File: config.mk
export PLATFORM = sky130hd
export DESIGN_NAME = arc_top
export DESIGN_NICKNAME = d
export VERILOG_FILES = /design/src/rtl/arc_pkg.sv /design/src/rtl/arc_ahb_front.sv /design/src/rtl/arc_top.sv
export SDC_FILE = /design/constraint.sdc
export NUM_CORES = 1
export LEC_CHECK = 0
export BUFFER_PORTS_ARGS = -buffer_cell sky130_fd_sc_hd__buf_4
export CAP_MARGIN = 15
export CELL_PAD_IN_SITES_DETAIL_PLACEMENT = 1
export CELL_PAD_IN_SITES_GLOBAL_PLACEMENT = 1
export CORE_MARGIN = 2
export CORE_UTILIZATION = 30
export DETAILED_ROUTE_END_ITERATION = 6
export GPL_ROUTABILITY_DRIVEN = 1
export GPL_TIMING_DRIVEN = 0
export PLACE_DENSITY = 0.8
export REMOVE_ABC_BUFFERS = 1
export SLEW_MARGIN = 20
export SYNTH_ARGS = -nofsm -noshare
export SYNTH_HDL_FRONTEND = slang
export SYNTH_SLANG_ARGS = --single-unit
File: constraint.sdc
create_clock -name hclk -period 7.2 [get_ports hclk]
set_clock_uncertainty 0.2 [all_clocks]
set_input_delay 0 -clock hclk [delete_from_list [all_inputs] [get_ports hclk]]
set_output_delay 0 -clock hclk [all_outputs]
set_load 0.05 [all_outputs]
File: src/rtl/arc_pkg.sv
// Purpose: constants and carrier types of the alarm routing register bank
// Assumes: 32-bit AHB-Lite data, one register per aligned word
// Notes:   byte address is four times the index
package arc_pkg;

   // ==========================================================
   // register indices and address width
   localparam logic [7:0]  IDX_CFG_ONE    = 8'h45;
   localparam logic [7:0]  IDX_MASK_A     = 8'h48;
   localparam logic [7:0]  IDX_MASK_B     = 8'h49;
   localparam logic [7:0]  IDX_FORCE_A    = 8'h4c;
   localparam logic [7:0]  IDX_FORCE_B    = 8'h4d;
   localparam logic [7:0]  IDX_CTRL       = 8'h60;
   localparam logic [7:0]  IDX_STATE      = 8'h61;
   localparam logic [7:0]  IDX_LIVE_A     = 8'h62;
   localparam logic [7:0]  IDX_LIVE_B     = 8'h63;
   localparam logic [7:0]  IDX_IRQ_STAT   = 8'h64;
   localparam logic [7:0]  IDX_IRQ_MASK   = 8'h65;
   localparam int          ADDR_W         = 12;

   // ==========================================================
   // reset values and writable-bit masks
   localparam logic [15:0] RST_CFG_ONE    = 16'h1101;
   localparam logic [15:0] RST_MASK_A     = 16'h0000;
   localparam logic [15:0] RST_MASK_B     = 16'h1833;
   localparam logic [15:0] RST_FORCE      = 16'h0000;
   localparam logic [15:0] WR_CFG_ONE     = 16'h773f;
   localparam logic [15:0] BITS_A         = 16'h0133;
   localparam logic [15:0] BITS_B         = 16'h1833;
   localparam logic [15:0] BITS_FORCE_B   = 16'h3833;
   localparam logic [2:0]  BITS_IRQ       = 3'h7;

   // ==========================================================
   // field positions
   localparam int          POS_WIN_B      = 12;
   localparam int          POS_WIN_A      = 8;
   localparam int          POS_ROLE       = 0;
   localparam int          POS_NEG_B      = 5;
   localparam int          POS_NEG_A      = 4;
   localparam int          POS_ALM_IN     = 13;
   localparam int          POS_FORCE_EN   = 0;
   localparam int          POS_HOLD_DIS   = 1;

   // ==========================================================
   // window and role encodings
   localparam logic [2:0]  WIN_LOW        = 3'h1;
   localparam logic [2:0]  WIN_MID        = 3'h2;
   localparam logic [2:0]  WIN_HIGH       = 3'h4;
   localparam logic [5:0]  ROLE_RESET     = 6'h01;
   localparam logic [5:0]  ROLE_ALARM_OUT = 6'h02;
   localparam logic [5:0]  ROLE_GPIO      = 6'h04;
   localparam logic [5:0]  ROLE_DAC_LOAD  = 6'h08;
   localparam logic [5:0]  ROLE_ALARM_IN  = 6'h10;
   localparam logic [5:0]  ROLE_DRIVE_TWO = 6'h20;

   // window limits in millivolts, signed
   localparam logic signed [15:0] MV_FLOOR     = -16'sd11000;
   localparam logic signed [15:0] MV_TOP_LOW   = -16'sd3000;
   localparam logic signed [15:0] MV_TOP_MID   = -16'sd4500;
   localparam logic signed [15:0] MV_TOP_HIGH  = -16'sd7500;

   // ==========================================================
   // carrier types
   typedef struct packed {
      logic [15:0] grp_a;
      logic [15:0] grp_b;
   } arc_alarm_t;

   typedef struct packed {
      logic              wr;
      logic              rd;
      logic [ADDR_W-1:0] addr;
   } arc_access_t;

endpackage

File: src/rtl/arc_ahb_front.sv
// Purpose: AHB-Lite slave front end, zero wait states
// Assumes: single word transfers only, one slave on the bus
// Notes:   writes apply at end of data phase
`timescale 1ns/1ps
module arc_ahb_front
(
   input  wire logic                  hclk,
   input  wire logic                  hresetn,
   input  wire logic                  hsel,
   input  wire logic [31:0]           haddr,
   input  wire logic [1:0]            htrans,
   input  wire logic                  hwrite,
   input  wire logic                  hready,
   output      logic                  hreadyout,
   output      logic                  hresp,
   output      arc_pkg::arc_access_t  acc
);

   // ==========================================================
   // address phase qualification
   wire logic take;
   assign take = hsel & hready & htrans[1];

   // ==========================================================
   // capture address phase for the data phase
   always_ff @(posedge hclk or negedge hresetn)
   begin
      if (!hresetn)
         acc <= '0;
      else if (hready)
      begin
         acc.wr   <= take & hwrite;
         acc.rd   <= take & ~hwrite;
         acc.addr <= haddr[arc_pkg::ADDR_W-1:0];
      end
   end

   // never stalls and never errors
   assign hreadyout = 1'b1;
   assign hresp     = 1'b0;

endmodule

File: src/rtl/arc_top.sv
// What this block does
// - group B negative window select flags alarm
// - group A negative window, same codes
// - one-hot field picks multi-function pin role
// - mask bit 8 routes temperature alarm
// - mask bit 5 routes second ADC input
// - mask bit 4 routes first ADC input
// - mask bit 1 routes second sense channel
// - mask bit 0 routes first sense channel
// - mask bit 12 routes reference alarm, default on
// - mask bit 11 routes thermal error, default on
// - mask bit 5 routes group B negative
// - mask bit 4 routes group A negative
// - mask bit 1 routes group B positive
// - mask bit 0 routes group A positive
// - force enable makes force bits the status
// - latched flag clears on read after subsiding
//
// Purpose: alarm routing and configuration registers over AHB-Lite
// Assumes: monitor codes and alarm levels come from logic on hclk
// Notes:   multi-function pin input is synchronised
`timescale 1ns/1ps
module arc_top
(
   input  wire logic                 hclk,
   input  wire logic                 hresetn,
   input  wire logic                 hsel,
   input  wire logic [31:0]          haddr,
   input  wire logic [1:0]           htrans,
   input  wire logic                 hwrite,
   input  wire logic [2:0]           hsize,
   input  wire logic [31:0]          hwdata,
   input  wire logic                 hready,
   output      logic                 hreadyout,
   output      logic                 hresp,
   output      logic [31:0]          hrdata,
   input  wire arc_pkg::arc_alarm_t  mon_alarm,
   input  wire logic signed [15:0]   neg_supply_mv_grp_a,
   input  wire logic signed [15:0]   neg_supply_mv_grp_b,
   input  wire logic                 mfp_in,
   output      logic                 mfp_out,
   output      logic                 mfp_oe,
   output      logic [5:0]           multi_pin_role_select,
   output      logic                 global_alarm_flag,
   output      logic                 irq
);

   // ==========================================================
   // bus front end
   arc_pkg::arc_access_t acc;

   arc_ahb_front u_front
   (
      .hclk      (hclk),
      .hresetn   (hresetn),
      .hsel      (hsel),
      .haddr     (haddr),
      .htrans    (htrans),
      .hwrite    (hwrite),
      .hready    (hready),
      .hreadyout (hreadyout),
      .hresp     (hresp),
      .acc       (acc)
   );

   // ==========================================================
   // address decode of the data phase
   wire logic [9:0]  word_idx;
   wire logic        idx_ok;
   wire logic        wr_cfg;
   wire logic        wr_mask_a;
   wire logic        wr_mask_b;
   wire logic        wr_force_a;
   wire logic        wr_force_b;
   wire logic        wr_ctrl;
   wire logic        wr_irq_stat;
   wire logic        wr_irq_mask;
   wire logic        rd_state;

   assign word_idx    = acc.addr[arc_pkg::ADDR_W-1:2];
   // indices above 8 bits are unmapped
   assign idx_ok      = (word_idx[9:8] == 2'h0);
   assign wr_cfg      = acc.wr & idx_ok
                        & (word_idx[7:0] == arc_pkg::IDX_CFG_ONE);
   assign wr_mask_a   = acc.wr & idx_ok
                        & (word_idx[7:0] == arc_pkg::IDX_MASK_A);
   assign wr_mask_b   = acc.wr & idx_ok
                        & (word_idx[7:0] == arc_pkg::IDX_MASK_B);
   assign wr_force_a  = acc.wr & idx_ok
                        & (word_idx[7:0] == arc_pkg::IDX_FORCE_A);
   assign wr_force_b  = acc.wr & idx_ok
                        & (word_idx[7:0] == arc_pkg::IDX_FORCE_B);
   assign wr_ctrl     = acc.wr & idx_ok
                        & (word_idx[7:0] == arc_pkg::IDX_CTRL);
   assign wr_irq_stat = acc.wr & idx_ok
                        & (word_idx[7:0] == arc_pkg::IDX_IRQ_STAT);
   assign wr_irq_mask = acc.wr & idx_ok
                        & (word_idx[7:0] == arc_pkg::IDX_IRQ_MASK);
   assign rd_state    = acc.rd & idx_ok
                        & (word_idx[7:0] == arc_pkg::IDX_STATE);

   // ==========================================================
   // software registers
   logic [15:0] cfg_one;
   logic [15:0] mask_a;
   logic [15:0] mask_b;
   logic [15:0] force_a;
   logic [15:0] force_b;
   logic [1:0]  ctrl;
   logic [2:0]  irq_mask;

   // reserved bits dropped on write, read zero
   always_ff @(posedge hclk or negedge hresetn)
   begin
      if (!hresetn)
      begin
         cfg_one  <= arc_pkg::RST_CFG_ONE;
         mask_a   <= arc_pkg::RST_MASK_A;
         mask_b   <= arc_pkg::RST_MASK_B;
         force_a  <= arc_pkg::RST_FORCE;
         force_b  <= arc_pkg::RST_FORCE;
         ctrl     <= 2'h0;
         irq_mask <= 3'h0;
      end
      else
      begin
         if (wr_cfg)
            cfg_one <= hwdata[15:0] & arc_pkg::WR_CFG_ONE;
         if (wr_mask_a)
            mask_a <= hwdata[15:0] & arc_pkg::BITS_A;
         if (wr_mask_b)
            mask_b <= hwdata[15:0] & arc_pkg::BITS_B;
         if (wr_force_a)
            force_a <= hwdata[15:0] & arc_pkg::BITS_A;
         if (wr_force_b)
            force_b <= hwdata[15:0] & arc_pkg::BITS_FORCE_B;
         if (wr_ctrl)
            ctrl <= hwdata[1:0];
         if (wr_irq_mask)
            irq_mask <= hwdata[2:0] & arc_pkg::BITS_IRQ;
      end
   end

   // ==========================================================
   // field extraction
   wire logic [2:0] win_a;
   wire logic [2:0] win_b;
   wire logic       force_en;
   wire logic       hold_dis;

   assign win_b    = cfg_one[arc_pkg::POS_WIN_B +: 3];
   assign win_a    = cfg_one[arc_pkg::POS_WIN_A +: 3];
   assign multi_pin_role_select = cfg_one[arc_pkg::POS_ROLE +: 6];
   assign force_en = ctrl[arc_pkg::POS_FORCE_EN];
   assign hold_dis = ctrl[arc_pkg::POS_HOLD_DIS];

   // ==========================================================
   // role decode of the multi-function pin
   wire logic role_alarm_out;
   wire logic role_alarm_in;

   // exact compare: two-bit codes pick no role
   assign role_alarm_out = (multi_pin_role_select
                            == arc_pkg::ROLE_ALARM_OUT);
   assign role_alarm_in  = (multi_pin_role_select
                            == arc_pkg::ROLE_ALARM_IN);

   // ==========================================================
   // pin input synchroniser, first stage read only by second
   logic pin_meta;
   logic pin_sync;

   always_ff @(posedge hclk or negedge hresetn)
   begin
      if (!hresetn)
      begin
         pin_meta <= 1'b0;
         pin_sync <= 1'b0;
      end
      else
      begin
         pin_meta <= mfp_in;
         pin_sync <= pin_meta;
      end
   end

   // ==========================================================
   // negative supply window checks
   function automatic logic outside_window
   (
      input logic [2:0]         sel,
      input logic signed [15:0] mv
   );
      logic signed [15:0] top;
      logic               bad_sel;
      top     = arc_pkg::MV_TOP_LOW;
      bad_sel = 1'b0;
      case (sel)
         arc_pkg::WIN_LOW:  top = arc_pkg::MV_TOP_LOW;
         arc_pkg::WIN_MID:  top = arc_pkg::MV_TOP_MID;
         arc_pkg::WIN_HIGH: top = arc_pkg::MV_TOP_HIGH;
         default:           bad_sel = 1'b1;
      endcase
      // invalid window code alarms
      return bad_sel | (mv < arc_pkg::MV_FLOOR) | (mv > top);
   endfunction

   wire logic neg_supply_alarm_grp_a;
   wire logic neg_supply_alarm_grp_b;

   assign neg_supply_alarm_grp_b =
      outside_window(win_b, neg_supply_mv_grp_b);
   assign neg_supply_alarm_grp_a =
      outside_window(win_a, neg_supply_mv_grp_a);

   // ==========================================================
   // alarm status assembly, monitored or forced
   logic [15:0] cond_b;
   wire logic [15:0] stat_a;
   wire logic [15:0] stat_b;

   always_comb
   begin
      cond_b = mon_alarm.grp_b & arc_pkg::BITS_B;
      cond_b[arc_pkg::POS_NEG_B]  = neg_supply_alarm_grp_b;
      cond_b[arc_pkg::POS_NEG_A]  = neg_supply_alarm_grp_a;
      cond_b[arc_pkg::POS_ALM_IN] = role_alarm_in & pin_sync;
   end

   // force bits win over the monitored level
   assign stat_a = force_en ? force_a
                            : (mon_alarm.grp_a & arc_pkg::BITS_A);
   assign stat_b = force_en ? force_b : cond_b;

   // ==========================================================
   // routing to the alarm output through the source masks
   wire logic [15:0] routed_a;
   wire logic [15:0] routed_b;
   wire logic        routed_any;

   // per-bit gating; mask_a bits 8,5,4,1,0
   assign routed_a = stat_a & mask_a;
   // mask_b bits 12,11,5,4,1,0
   assign routed_b = stat_b & mask_b;
   assign routed_any = (|routed_a) | (|routed_b);

   // ==========================================================
   // global flag latch, cleared by a read once the cause is gone
   logic  flag_latch;
   wire logic read_clear;

   // a live cause re-sets the latch
   assign read_clear = rd_state & ~routed_any;

   always_ff @(posedge hclk or negedge hresetn)
   begin
      if (!hresetn)
         flag_latch <= 1'b0;
      else
         flag_latch <= routed_any | (flag_latch & ~read_clear);
   end

   // holding off: flag follows the cause
   assign global_alarm_flag = hold_dis ? routed_any : flag_latch;

   // ==========================================================
   // pin drive, registered so the pin never glitches
   logic pin_level;

   always_ff @(posedge hclk or negedge hresetn)
   begin
      if (!hresetn)
      begin
         pin_level <= 1'b0;
         mfp_oe    <= 1'b0;
      end
      else
      begin
         pin_level <= role_alarm_out & global_alarm_flag;
         mfp_oe    <= role_alarm_out;
      end
   end

   assign mfp_out = pin_level;

   // ==========================================================
   // irq events: new alarm per group, flag rise
   logic [15:0] prev_a;
   logic [15:0] prev_b;
   logic        prev_flag;
   logic [2:0]  irq_stat;
   wire logic [2:0] irq_set;
   wire logic [2:0] irq_clr;

   assign irq_set = {global_alarm_flag & ~prev_flag,
                     |(stat_b & ~prev_b),
                     |(stat_a & ~prev_a)};
   assign irq_clr = wr_irq_stat ? hwdata[2:0] : 3'h0;

   // set wins over a same-cycle write-one clear
   always_ff @(posedge hclk or negedge hresetn)
   begin
      if (!hresetn)
      begin
         prev_a    <= 16'h0000;
         prev_b    <= 16'h0000;
         prev_flag <= 1'b0;
         irq_stat  <= 3'h0;
      end
      else
      begin
         prev_a    <= stat_a;
         prev_b    <= stat_b;
         prev_flag <= global_alarm_flag;
         irq_stat  <= (irq_stat & ~irq_clr) | irq_set;
      end
   end

   assign irq = |(irq_stat & irq_mask);

   // ==========================================================
   // data phase read mux, unmapped reads zero
   logic [15:0] rd_word;

   always_comb
   begin
      rd_word = 16'h0000;
      if (acc.rd & idx_ok)
      begin
         case (word_idx[7:0])
            arc_pkg::IDX_CFG_ONE:  rd_word = cfg_one;
            arc_pkg::IDX_MASK_A:   rd_word = mask_a;
            arc_pkg::IDX_MASK_B:   rd_word = mask_b;
            arc_pkg::IDX_FORCE_A:  rd_word = force_a;
            arc_pkg::IDX_FORCE_B:  rd_word = force_b;
            arc_pkg::IDX_CTRL:     rd_word = {14'h0000, ctrl};
            arc_pkg::IDX_STATE:    rd_word = {14'h0000, pin_level,
                                              global_alarm_flag};
            arc_pkg::IDX_LIVE_A:   rd_word = stat_a;
            arc_pkg::IDX_LIVE_B:   rd_word = stat_b;
            arc_pkg::IDX_IRQ_STAT: rd_word = {13'h0000, irq_stat};
            arc_pkg::IDX_IRQ_MASK: rd_word = {13'h0000, irq_mask};
            default:               rd_word = 16'h0000;
         endcase
      end
   end

   // upper half zero; only word transfers
   assign hrdata = {16'h0000, rd_word};

endmodule

==> Word-level counts from Yosys, hierarchy flattened <==
Cells that the tools add are included.
{ "totals": {"ff_bits": 86, "input_bits": 139, "word_cells": 100} }
{ "op_classes": {"order_cmp": 4, "n_eq_ne": 19, "muxes": 10, "bitwise": 40, "n_reduce_logical": 8} }
{ "op_table": {"columns": ["cell", "n"], "rows": [
  ["$pmux 15 s11", 1],
  ["$eq 8x7->1 const B", 11],
  ["$reduce_or 16->1", 4],
  ["$pmux 13 s2", 2],
  ["$gt 16x16->1", 2],
  ["$lt 16x15->1 const B", 2],
  ["$and 1x1->1", 20],
  ["$and 14x16->16", 1],
  ["$and 9x16->16", 1],
  ["$mux 16", 1],
  ["$not 14->16", 1],
  ["$not 9->16", 1],
  ["$and 14x13->14", 1],
  ["$mux 14", 1],
  ["$and 9x9->9", 1],
  ["$mux 9", 1],
  ["$reduce_or 3->1", 3],
  ["$and 3x3->3", 2],
  ["$eq 3x1->1 const B", 2],
  ["$eq 3x2->1 const B", 2],
  ["$eq 3x3->1 const B", 2],
  ["$eq 6x2->1 const B", 1],
  ["$eq 6x5->1 const B", 1],
  ["$or 1x1->1", 6],
  ["other kinds (6)", 11]
]} }

==> Longest topological paths before layout <==
Gate-level depths: netlist (run 1).
{ "logic_depth": {"word_depth": 14, "mapped_depth": 11, "depth_no_buf": 11} }

==> Hierarchy <==
A second synthesis (run 1) with hierarchy kept.
{ "hier_totals": {"hier_cells": 431, "hier_area_um2": 4608.2} }
{ "modules_own_cells": {"columns": ["module", "n_inst", "cells_each", "area_each_um2", "seq_area_each_um2"], "rows": [
  ["arc_top", 1, 393, 4013.8, 1537.7],
  ["arc_ahb_front", 1, 38, 594.3, 350.3]
]} }

==> Worst setup path after synthesis (run 1) <==
OpenSTA, ideal clock, no wires.
{ "synth_path": {"path_kind": "flip-flop to flip-flop", "startpoint": "register cfg_one[13]", "endpoint": "register prev_flag", "t_arrival_ps": 2937, "setup_slack_ps": 3860, "path_stages_with_launch": 11, "path_buffers": 0, "path_cell_list": "dfrtp_1 -> or3b_2 -> nand2_1 -> inv_1 -> ha_1 -> nand4_1 -> o221a_2 -> o221ai_2 -> a21oi_2 -> and3_4 -> nor2_1"} }
{ "synth_via": {"elab_chain_len": 10, "elab_cells_between_ends": 14, "classes_between": "order compare: 1; eq/ne: 3; mux: 4; bitwise: 4; reduce/logical: 2"} }
{ "synth_rtl": {"columns": ["item", "line_no", "source"], "rows": [
  ["start: declaration", "arc_top.sv:104", "logic [15:0] cfg_one;"],
  ["start signal: assignment", "arc_top.sv:117", "cfg_one <= arc_pkg::RST_CFG_ONE;"],
  ["start signal: assignment", "arc_top.sv:128", "cfg_one <= hwdata[15:0] & arc_pkg::WR_CFG_ONE;"],
  ["branches (longest 4 deep; another with $gt 16x16->1)", null, null],
  ["$or 1x1->1 *", "arc_top.sv:205", "return bad_sel | (mv < arc_pkg::MV_FLOOR) | (mv > top);"],
  ["$mux 14 *", "arc_top.sv:233", "assign stat_b = force_en ? force_b : cond_b;"],
  ["via stat_b[5]", "arc_top.sv:220", "wire logic [15:0] stat_b;"],
  ["$and 14x13->14 *", "arc_top.sv:244", "assign routed_b = stat_b & mask_b;"],
  ["$reduce_or 16->1 *", "arc_top.sv:245", "assign routed_any = (|routed_a) | (|routed_b);"],
  ["$or 1x1->1 *", "arc_top.sv:245", null],
  ["$mux 1 *", "arc_top.sv:264", "assign global_alarm_flag = hold_dis ? routed_any : flag_latch;"],
  ["via global_alarm_flag", "arc_top.sv:44", "output logic global_alarm_flag,"],
  ["end signal: assignment", "arc_top.sv:314", "prev_flag <= global_alarm_flag;"],
  ["end: declaration", "arc_top.sv:290", "logic prev_flag;"]
]} }
Mark *: on every way through the listed nets, which the timed path passes.
A chain may end at the register's enable or synchronous reset.

==> Worst setup path after layout (run 1) <==
{ "layout_path": {"startpoint": "register cfg_one[13]", "endpoint": "output port global_alarm_flag"} }
{ "layout_via": {"elab_chain_len": 10, "elab_cells_between_ends": 14, "classes_between": "order compare: 1; eq/ne: 3; mux: 4; bitwise: 4; reduce/logical: 2"} }
{ "layout_rtl": {"columns": ["item", "line_no"], "rows": [
  ["branches (longest 4 deep; another with $gt 16x16->1)", null],
  ["$or 1x1->1 *", "arc_top.sv:205"],
  ["$mux 14 *", "arc_top.sv:233"],
  ["via stat_b[5]", "arc_top.sv:220"],
  ["$and 14x13->14 *", "arc_top.sv:244"],
  ["$reduce_or 16->1 *", "arc_top.sv:245"],
  ["$or 1x1->1 *", "arc_top.sv:245"],
  ["$mux 1 *", "arc_top.sv:264"],
  ["end: declaration", "arc_top.sv:44"]
]} }
Marks and branches as above.

==> run summary, run 1 <==
Antenna Nets Post-Route = 0
I/O pin count = 183
Syn_area_per_cell = 10.7 sq um
Vias in the first global route = 4285
Cell internal pwr = 860 uW
WL per Instance = 20.6 microns
Flop2flop setup slack = 3.73 ns
Leading area contributor after synthesis = dfrtp_1
Crit-path cells = or3b_2, nand2_1, inv_1, ha_1, nand4b_1, or4_1, o221ai_1, o221ai_2, a21oi_2, and3_4, nor2_1, buf_4
Rel. slew slack = 0.385
DRT Pass-1 Iters = 4
First-pass GRT wire length = 23.9 mm
Max Fanout on Critical Path = 5
Max Clk Rate = 258 MHz
Worst slack, placed = 3.73 ns
CTS sink count = 73
Layout Utilization = 0.415
Share of cells above drive strength 1 = 0.348
Pwr per Cell Area = 196 nW/um^2
Input/output buffers = 93
Skew-Pair Late Insertion Delay = 0.34 ns
Max-cap viol count = 0
NetSw = 316 uW
Die area = 15700 sq um
Worst R2R Start = cfg_one[13]
CORE AREA = 14500 sq um
RePlAce Congestion = 0.873
Dpl hpwl = 10.0 mm
Row count = 44
Worst Hold Class = input pin to flop
Placed cells = 673
Crit path DAT = 3.67 ns
Hold Startpoint = neg_supply_mv_grp_a[13]
Yosys warning count = 0
Crit end category = output port
# DRC = 0
Net Sw Frac = 0.269
Worst IR Drop VDD = 0.0000998 V
Nets = 709
CTS Hold Bufs = 50
Reg2Reg Depth = 11
Reg power frac = 0.393
Period minus WS final = 3.87 ns
Via/cell ratio = 5.28
Setup violators final = 0
CTS tree = done
Final instance area = 6010 sq um
Run status = finished, final reports clean
Total CTS buffers = 9
Antenna diode count = 0
H-Tree Depth = 3
Yosys reg bits = 73
Critical path origin = cfg_one[13]
Tcrit/Tclk final = 0.538
DP Area = 5160 sq um
Comb pwr share = 0.172
Final Hold Violating Endpoints = 0
Slowest CP cell = or3b_2
Syn Std Cell Area = 4430 sq um
Clock transition at path regs = 0.06 ns
Count leader, synth = dfrtp_1
Top-area cell type share of the netlist area = 0.362
Worst-Margin Slew = 0.922 ns
Non-Filler Instances = 739
Top cells by count, synth = dfrtp_1, mux2_2, buf_4, nand2_1, nor2_1
Layout area overhead = 35.7%
Setup TNS = 0 ns
Hold WS = 0.0271 ns
RSZ-0062 raised after global routing = false
CTS Buffer Depth = 2
Root Buffer = clkbuf_16
Post-CTS Setup Inserts = 0
Starting Density = 0.306
Leakage Power = 2.68 nW
Vias after detailed routing = 3904
Synth Flop Type = dfrtp_1
Distinct cells, synth = 68
Worst Path Required = 7.00 ns
Post-CTS Resized = 0
Die extent in x = 125 microns
Mapped Cells = 414
Sequential fraction of the synthesis area = 0.415
Worst Setup Slack, final = 3.33 ns
Drt initial violations = 269
Final wirelength = 15.2 mm
Largest cells by area after synthesis = dfrtp_1, mux2_2, ha_1, dfstp_2, buf_4
Worst setup SP type = flop
Post-synth ARST share = 1.00
Total Power = 1.18 mW
Worst Setup Path Type = flop to output port
Clk network pwr share = 0.435
Post-synth EDFFs = 0
RR Endpoint = prev_flag
Crit path to = global_alarm_flag
Total grt overflow = 0
Final Max Tran Viols = 0
Initial antenna violation count = 0
Max incr delay on CP = 0.57 ns
GRT Resource Usage Total = 0.194
Die Height = 125 microns
Largest net degree at the start of global routing = 74
## worst min path at each step
stage / endpoint / slack [ns] / cells past startpoint
global route: prev_b[4] / 0.05 / 4
CTS: prev_b[4] / 0.03 / 4
global placement: pin_meta / -0.09 / 1
finish: prev_b[4] / 0.03 / 4
floorplan: cfg_one[10] / -0.50 / 0
detailed placement: pin_meta / -0.08 / 1
## flip-flops by register name, summed over array words and instances, names as in the netlist, 2 cells and up
signal,cells
cfg_one,12
u_front.acc,12
force_b,7
prev_b,7
mask_b,6
force_a,5
mask_a,5
prev_a,5
irq_mask,3
irq_stat,3
ctrl,2
## cell type report
cell class / instances / area (sq um)
well taps: 184 / 230
clock inverters: 4 / 73.8
repair buffers: 143 / 1200
multi-input cells: 301 / 2320
clock buffers: 12 / 267
fillers: 1580 / 8470
inverters: 22 / 82.6
flip-flops and latches: 73 / 1840
## critical path: cells and delay by family, from the launching register on
family	cells	cell delay [ns]
buf+inv	2	0.29
fa+ha+maj	1	0.30
simple gates	6	1.71
compound gates	3	0.61
flops	1	0.42
## cell families (layout without fill, tap and decap cells)
logic type               Yosys count  count (layout)  synth area share
flip-flops                        73              73             0.415
AO/OA/AOI/OAI                     72              72             0.123
other                              2              21           0.00170
XOR/XNOR                           2               2           0.00396
AND/OR/NAND/NOR                  114             114             0.142
multiplexers                      72              72             0.179
adder cells (fa/ha/maj)           20              20            0.0565
buffers and inverters             59             181            0.0783
## placed cells by master (no fill, tap or decap), types with 3 or more instances in the layout
| master | count |
|---|---|
| dfstp_2 | 9 |
| clkbuf_16 | 9 |
| dlygate4sd3_1 | 50 |
| o21ai_0 | 6 |
| nor2_1 | 25 |
| nand3_1 | 10 |
| o221ai_1 | 3 |
| nand4_1 | 4 |
| nor4_1 | 3 |
| ha_1 | 20 |
| o22ai_1 | 5 |
| mux2i_1 | 14 |
| and3_1 | 6 |
| nor3b_1 | 3 |
| clkbuf_8 | 3 |
| a22oi_1 | 3 |
| inv_1 | 22 |
| buf_4 | 93 |
| conb_1 | 21 |
| or4_1 | 3 |
| nor2b_1 | 3 |
| nand4b_1 | 4 |
| mux2_2 | 58 |
| nor3_1 | 6 |
| or3_1 | 3 |
| a221oi_1 | 4 |
| nand2_1 | 27 |
| a21oi_1 | 17 |
| nand2b_1 | 3 |
| a222oi_1 | 3 |
| dfrtp_1 | 64 |
## layer usage
metal  GRT usage  share of wire  wire [microns]  vias up
met5           0              0               0        -
met4      0.0725          0.032             482        0
met3      0.0389          0.050             756       35
met2       0.358           0.54            8200      137
met1       0.219           0.38            5800     1984
li1            -              -               -     1748
## power groups by stage
stage,Clock (mW),Combinational [mW],Sequential [mW]
2_1_floorplan,0,0.0947,0.466
3_3_place_gp,0,0.163,0.466
3_5_place_dp,0,0.170,0.468
4_1_cts,0.510,0.198,0.461
5_1_grt,0.534,0.217,0.466
6_report,0.511,0.202,0.463
(Power assumes the default switching activity.)
==> run 2, diff against run 1 <==
--- a/config.mk
+++ b/config.mk
@@ -14,7 +14,7 @@
 export DETAILED_ROUTE_END_ITERATION = 6
 export GPL_ROUTABILITY_DRIVEN = 1
 export GPL_TIMING_DRIVEN = 0
-export PLACE_DENSITY = 0.8
+export PLACE_DENSITY = 0.82
 export REMOVE_ABC_BUFFERS = 1
 export SLEW_MARGIN = 20
 export SYNTH_ARGS = -nofsm -noshare
==> constraint.sdc (replaced) <==
create_clock -name hclk -period 3.5 [get_ports hclk]
set_clock_uncertainty 0.2 [all_clocks]
set_input_delay 0 -clock hclk [delete_from_list [all_inputs] [get_ports hclk]]
set_output_delay 0 -clock hclk [all_outputs]
set_load 0.05 [all_outputs]
==> run 2 against run 1 <==
Against the previous run:
- register-to-register slack lost 3.4 ns
- count of clock-buffer cells in the layout grew 1
- power grew 98%
- sequential power grew 110%
- critical path type unchanged
- routed wire length grew 5.8%
- highest routed layer unchanged
- largest power group is now sequential cells
- setup slack lost 3.3 ns
- die area is the same
- global-route usage grew 0.82 points
- core utilization grew 1.2 points
==> run summary, run 2 (synthesized netlist as in run 1, its figures left out) <==
Rel. slew slack = 0.386
Worst IR Drop VDD = 0.000273 V
Via/cell ratio = 5.39
Antenna Nets Post-Route = 0
Input/output buffers = 93
Dpl hpwl = 10.1 mm
CTS sink count = 73
Vias after detailed routing = 4059
M2 GR Usage = 0.368
Largest net degree at the start of global routing = 74
First-pass GRT wire length = 24.9 mm
Starting Density = 0.306
Worst setup SP type = flop
DRT Pass-1 Iters = 5
Max incr delay on CP = 0.45 ns
Worst-Margin Slew = 0.921 ns
RSZ-0062 raised after global routing = true
Nets = 723
Leakage Power = 2.74 nW
CORE AREA = 14500 sq um
Crit-path cells = or3b_4, nand2_4, inv_4, ha_4, nand4_1, buf_4, o221a_2, o221ai_2, buf_4, mux2i_1, o21a_1, nor2_1, buf_6
Final Hold Violating Endpoints = 0
Crit path buf inv count = 4
Max-cap viol count = 0
Worst Hold Class = input pin to flop
Row count = 44
Clock transition at path regs = 0.06 ns
RePlAce Congestion = 0.865
Run status = finished, final reports clean
Commonest non-fill, non-tap cell in the layout = buf_4
Crit path DAT = 3.26 ns
Setup TNS = 0 ns
CTS Buffer Depth = 2
Largest delay share family, worst path = simple AND/OR/NAND/NOR gates
Hold Startpoint = neg_supply_mv_grp_a[11]
GRT Resource Usage Total = 0.202
Final Max Tran Viols = 0
Critical path origin = cfg_one[13]
Final wirelength = 16.1 mm
Crit end category = output port
Period minus WS final = 3.46 ns
Non-Filler Instances = 753
Max Clk Rate = 289 MHz
Placed cells = 673
Share of cells above drive strength 1 = 0.381
Drt initial violations = 258
Met1 Use GR = 0.233
Area of the multi-input gates = 2410 sq um
Most frequent cells in the layout = buf_4, dfrtp_1, mux2_2
Total grt overflow = 0
WL per Instance = 21.4 microns
Die Height = 125 microns
Sequential cell area = 1840 sq um
Filler cells = 1604
Slowest CP cell = or3b_4
Total CTS buffers = 9
Worst Setup Path Type = flop to output port
Pwr per Cell Area = 376 nW/um^2
Regs by FF count = cfg_one (12), u_front.acc (12)
Setup violators final = 0
Worst R2R Start = cfg_one[12]
Vias in the first global route = 4404
Total Power = 2.33 mW
Worst Path Required = 3.30 ns
Layout area overhead = 39.5%
Die extent in x = 125 microns
CTS tree = done
# DRC = 0
Initial antenna violation count = 0
Critical path's most frequent cell = buf_4
H-Tree Depth = 3
Skew-Pair Late Insertion Delay = 0.34 ns
Die area = 15700 sq um
Max Fanout on Critical Path = 4
Antenna diode count = 0
GRT met3 Usage = 0.0338
Peak-usage layer in the global routing report = met2
Tcrit/Tclk final = 0.989
I/O pin count = 183
Root Buffer = clkbuf_16
==> run 2: power breakdown <==
| part | internal [mW] | total (mW) | leakage, nW | switching, mW |
|---|---|---|---|---|
| sequential | 0.893 | 0.955 | 0.839 | 0.0624 |
| clock | 0.570 | 0.926 | 0.144 | 0.356 |
| combinational | 0.210 | 0.444 | 1.76 | 0.234 |
==> run 2: repair_timing <==
| action | CTS | global route |
|---|---|---|
| pin swaps | 4 | 10 |
| hold buffers | 50 | 0 |
| hold endpoints to repair | 129 | 0 |
| resized for setup | 9 | 15 |
| buffers inserted | 4 | 10 |
| endpoints found under the setup margin | 3 | 3 |
==> run 2: final timing paths <==
path	depth (start not counted)	endpoint	slack, ns
worst min register to register	0	pin_sync	0.16
min in group asynchronous	2	u_front.acc[12]	0.15
max in group asynchronous	2	u_front.acc[4]	2.30
worst max-delay path	13	hrdata[5]	0.04
worst max register to register	12	irq_stat[2]	0.31
worst min-delay path	4	prev_b[4]	0.03
==> run 2: through the flow <==
stage | setup WS, ns | instance area (sq um) | hold WS (ns) | util
detailed placement | -0.000820 | 5160 | -0.0863 | 0.357
global route | -0.0354 | 6180 | 0.0602 | 0.427
floorplan | 0.160 | 4240 | -0.496 | -
CTS | 0.00651 | 6010 | 0.0219 | 0.415
global placement | 0.0670 | 5160 | -0.0882 | 0.357
finish | 0.0400 | 6180 | 0.0293 | 0.427
==> run 2: worst min-delay path: stages <==
cell	delay (ns)
buf_4	0.10
ha_1	0.15
a2111oi_2	0.07
o221ai_4	0.20
==> run 2: final cells by class <==
cell class / instances / area share
clock inverter: 3 / 0.00648
tap: 184 / 0.0373
multi-input combinational: 301 / 0.391
inverter: 22 / 0.0138
sequential: 73 / 0.298
timing repair buffer: 157 / 0.213
clock buffer: 13 / 0.0405
==> run 2: per-layer routing <==
layer,wire length (microns),vias up
li1,-,1783
met1,6290,2061
met2,8540,168
met3,711,47
met4,579,0
met5,0,-
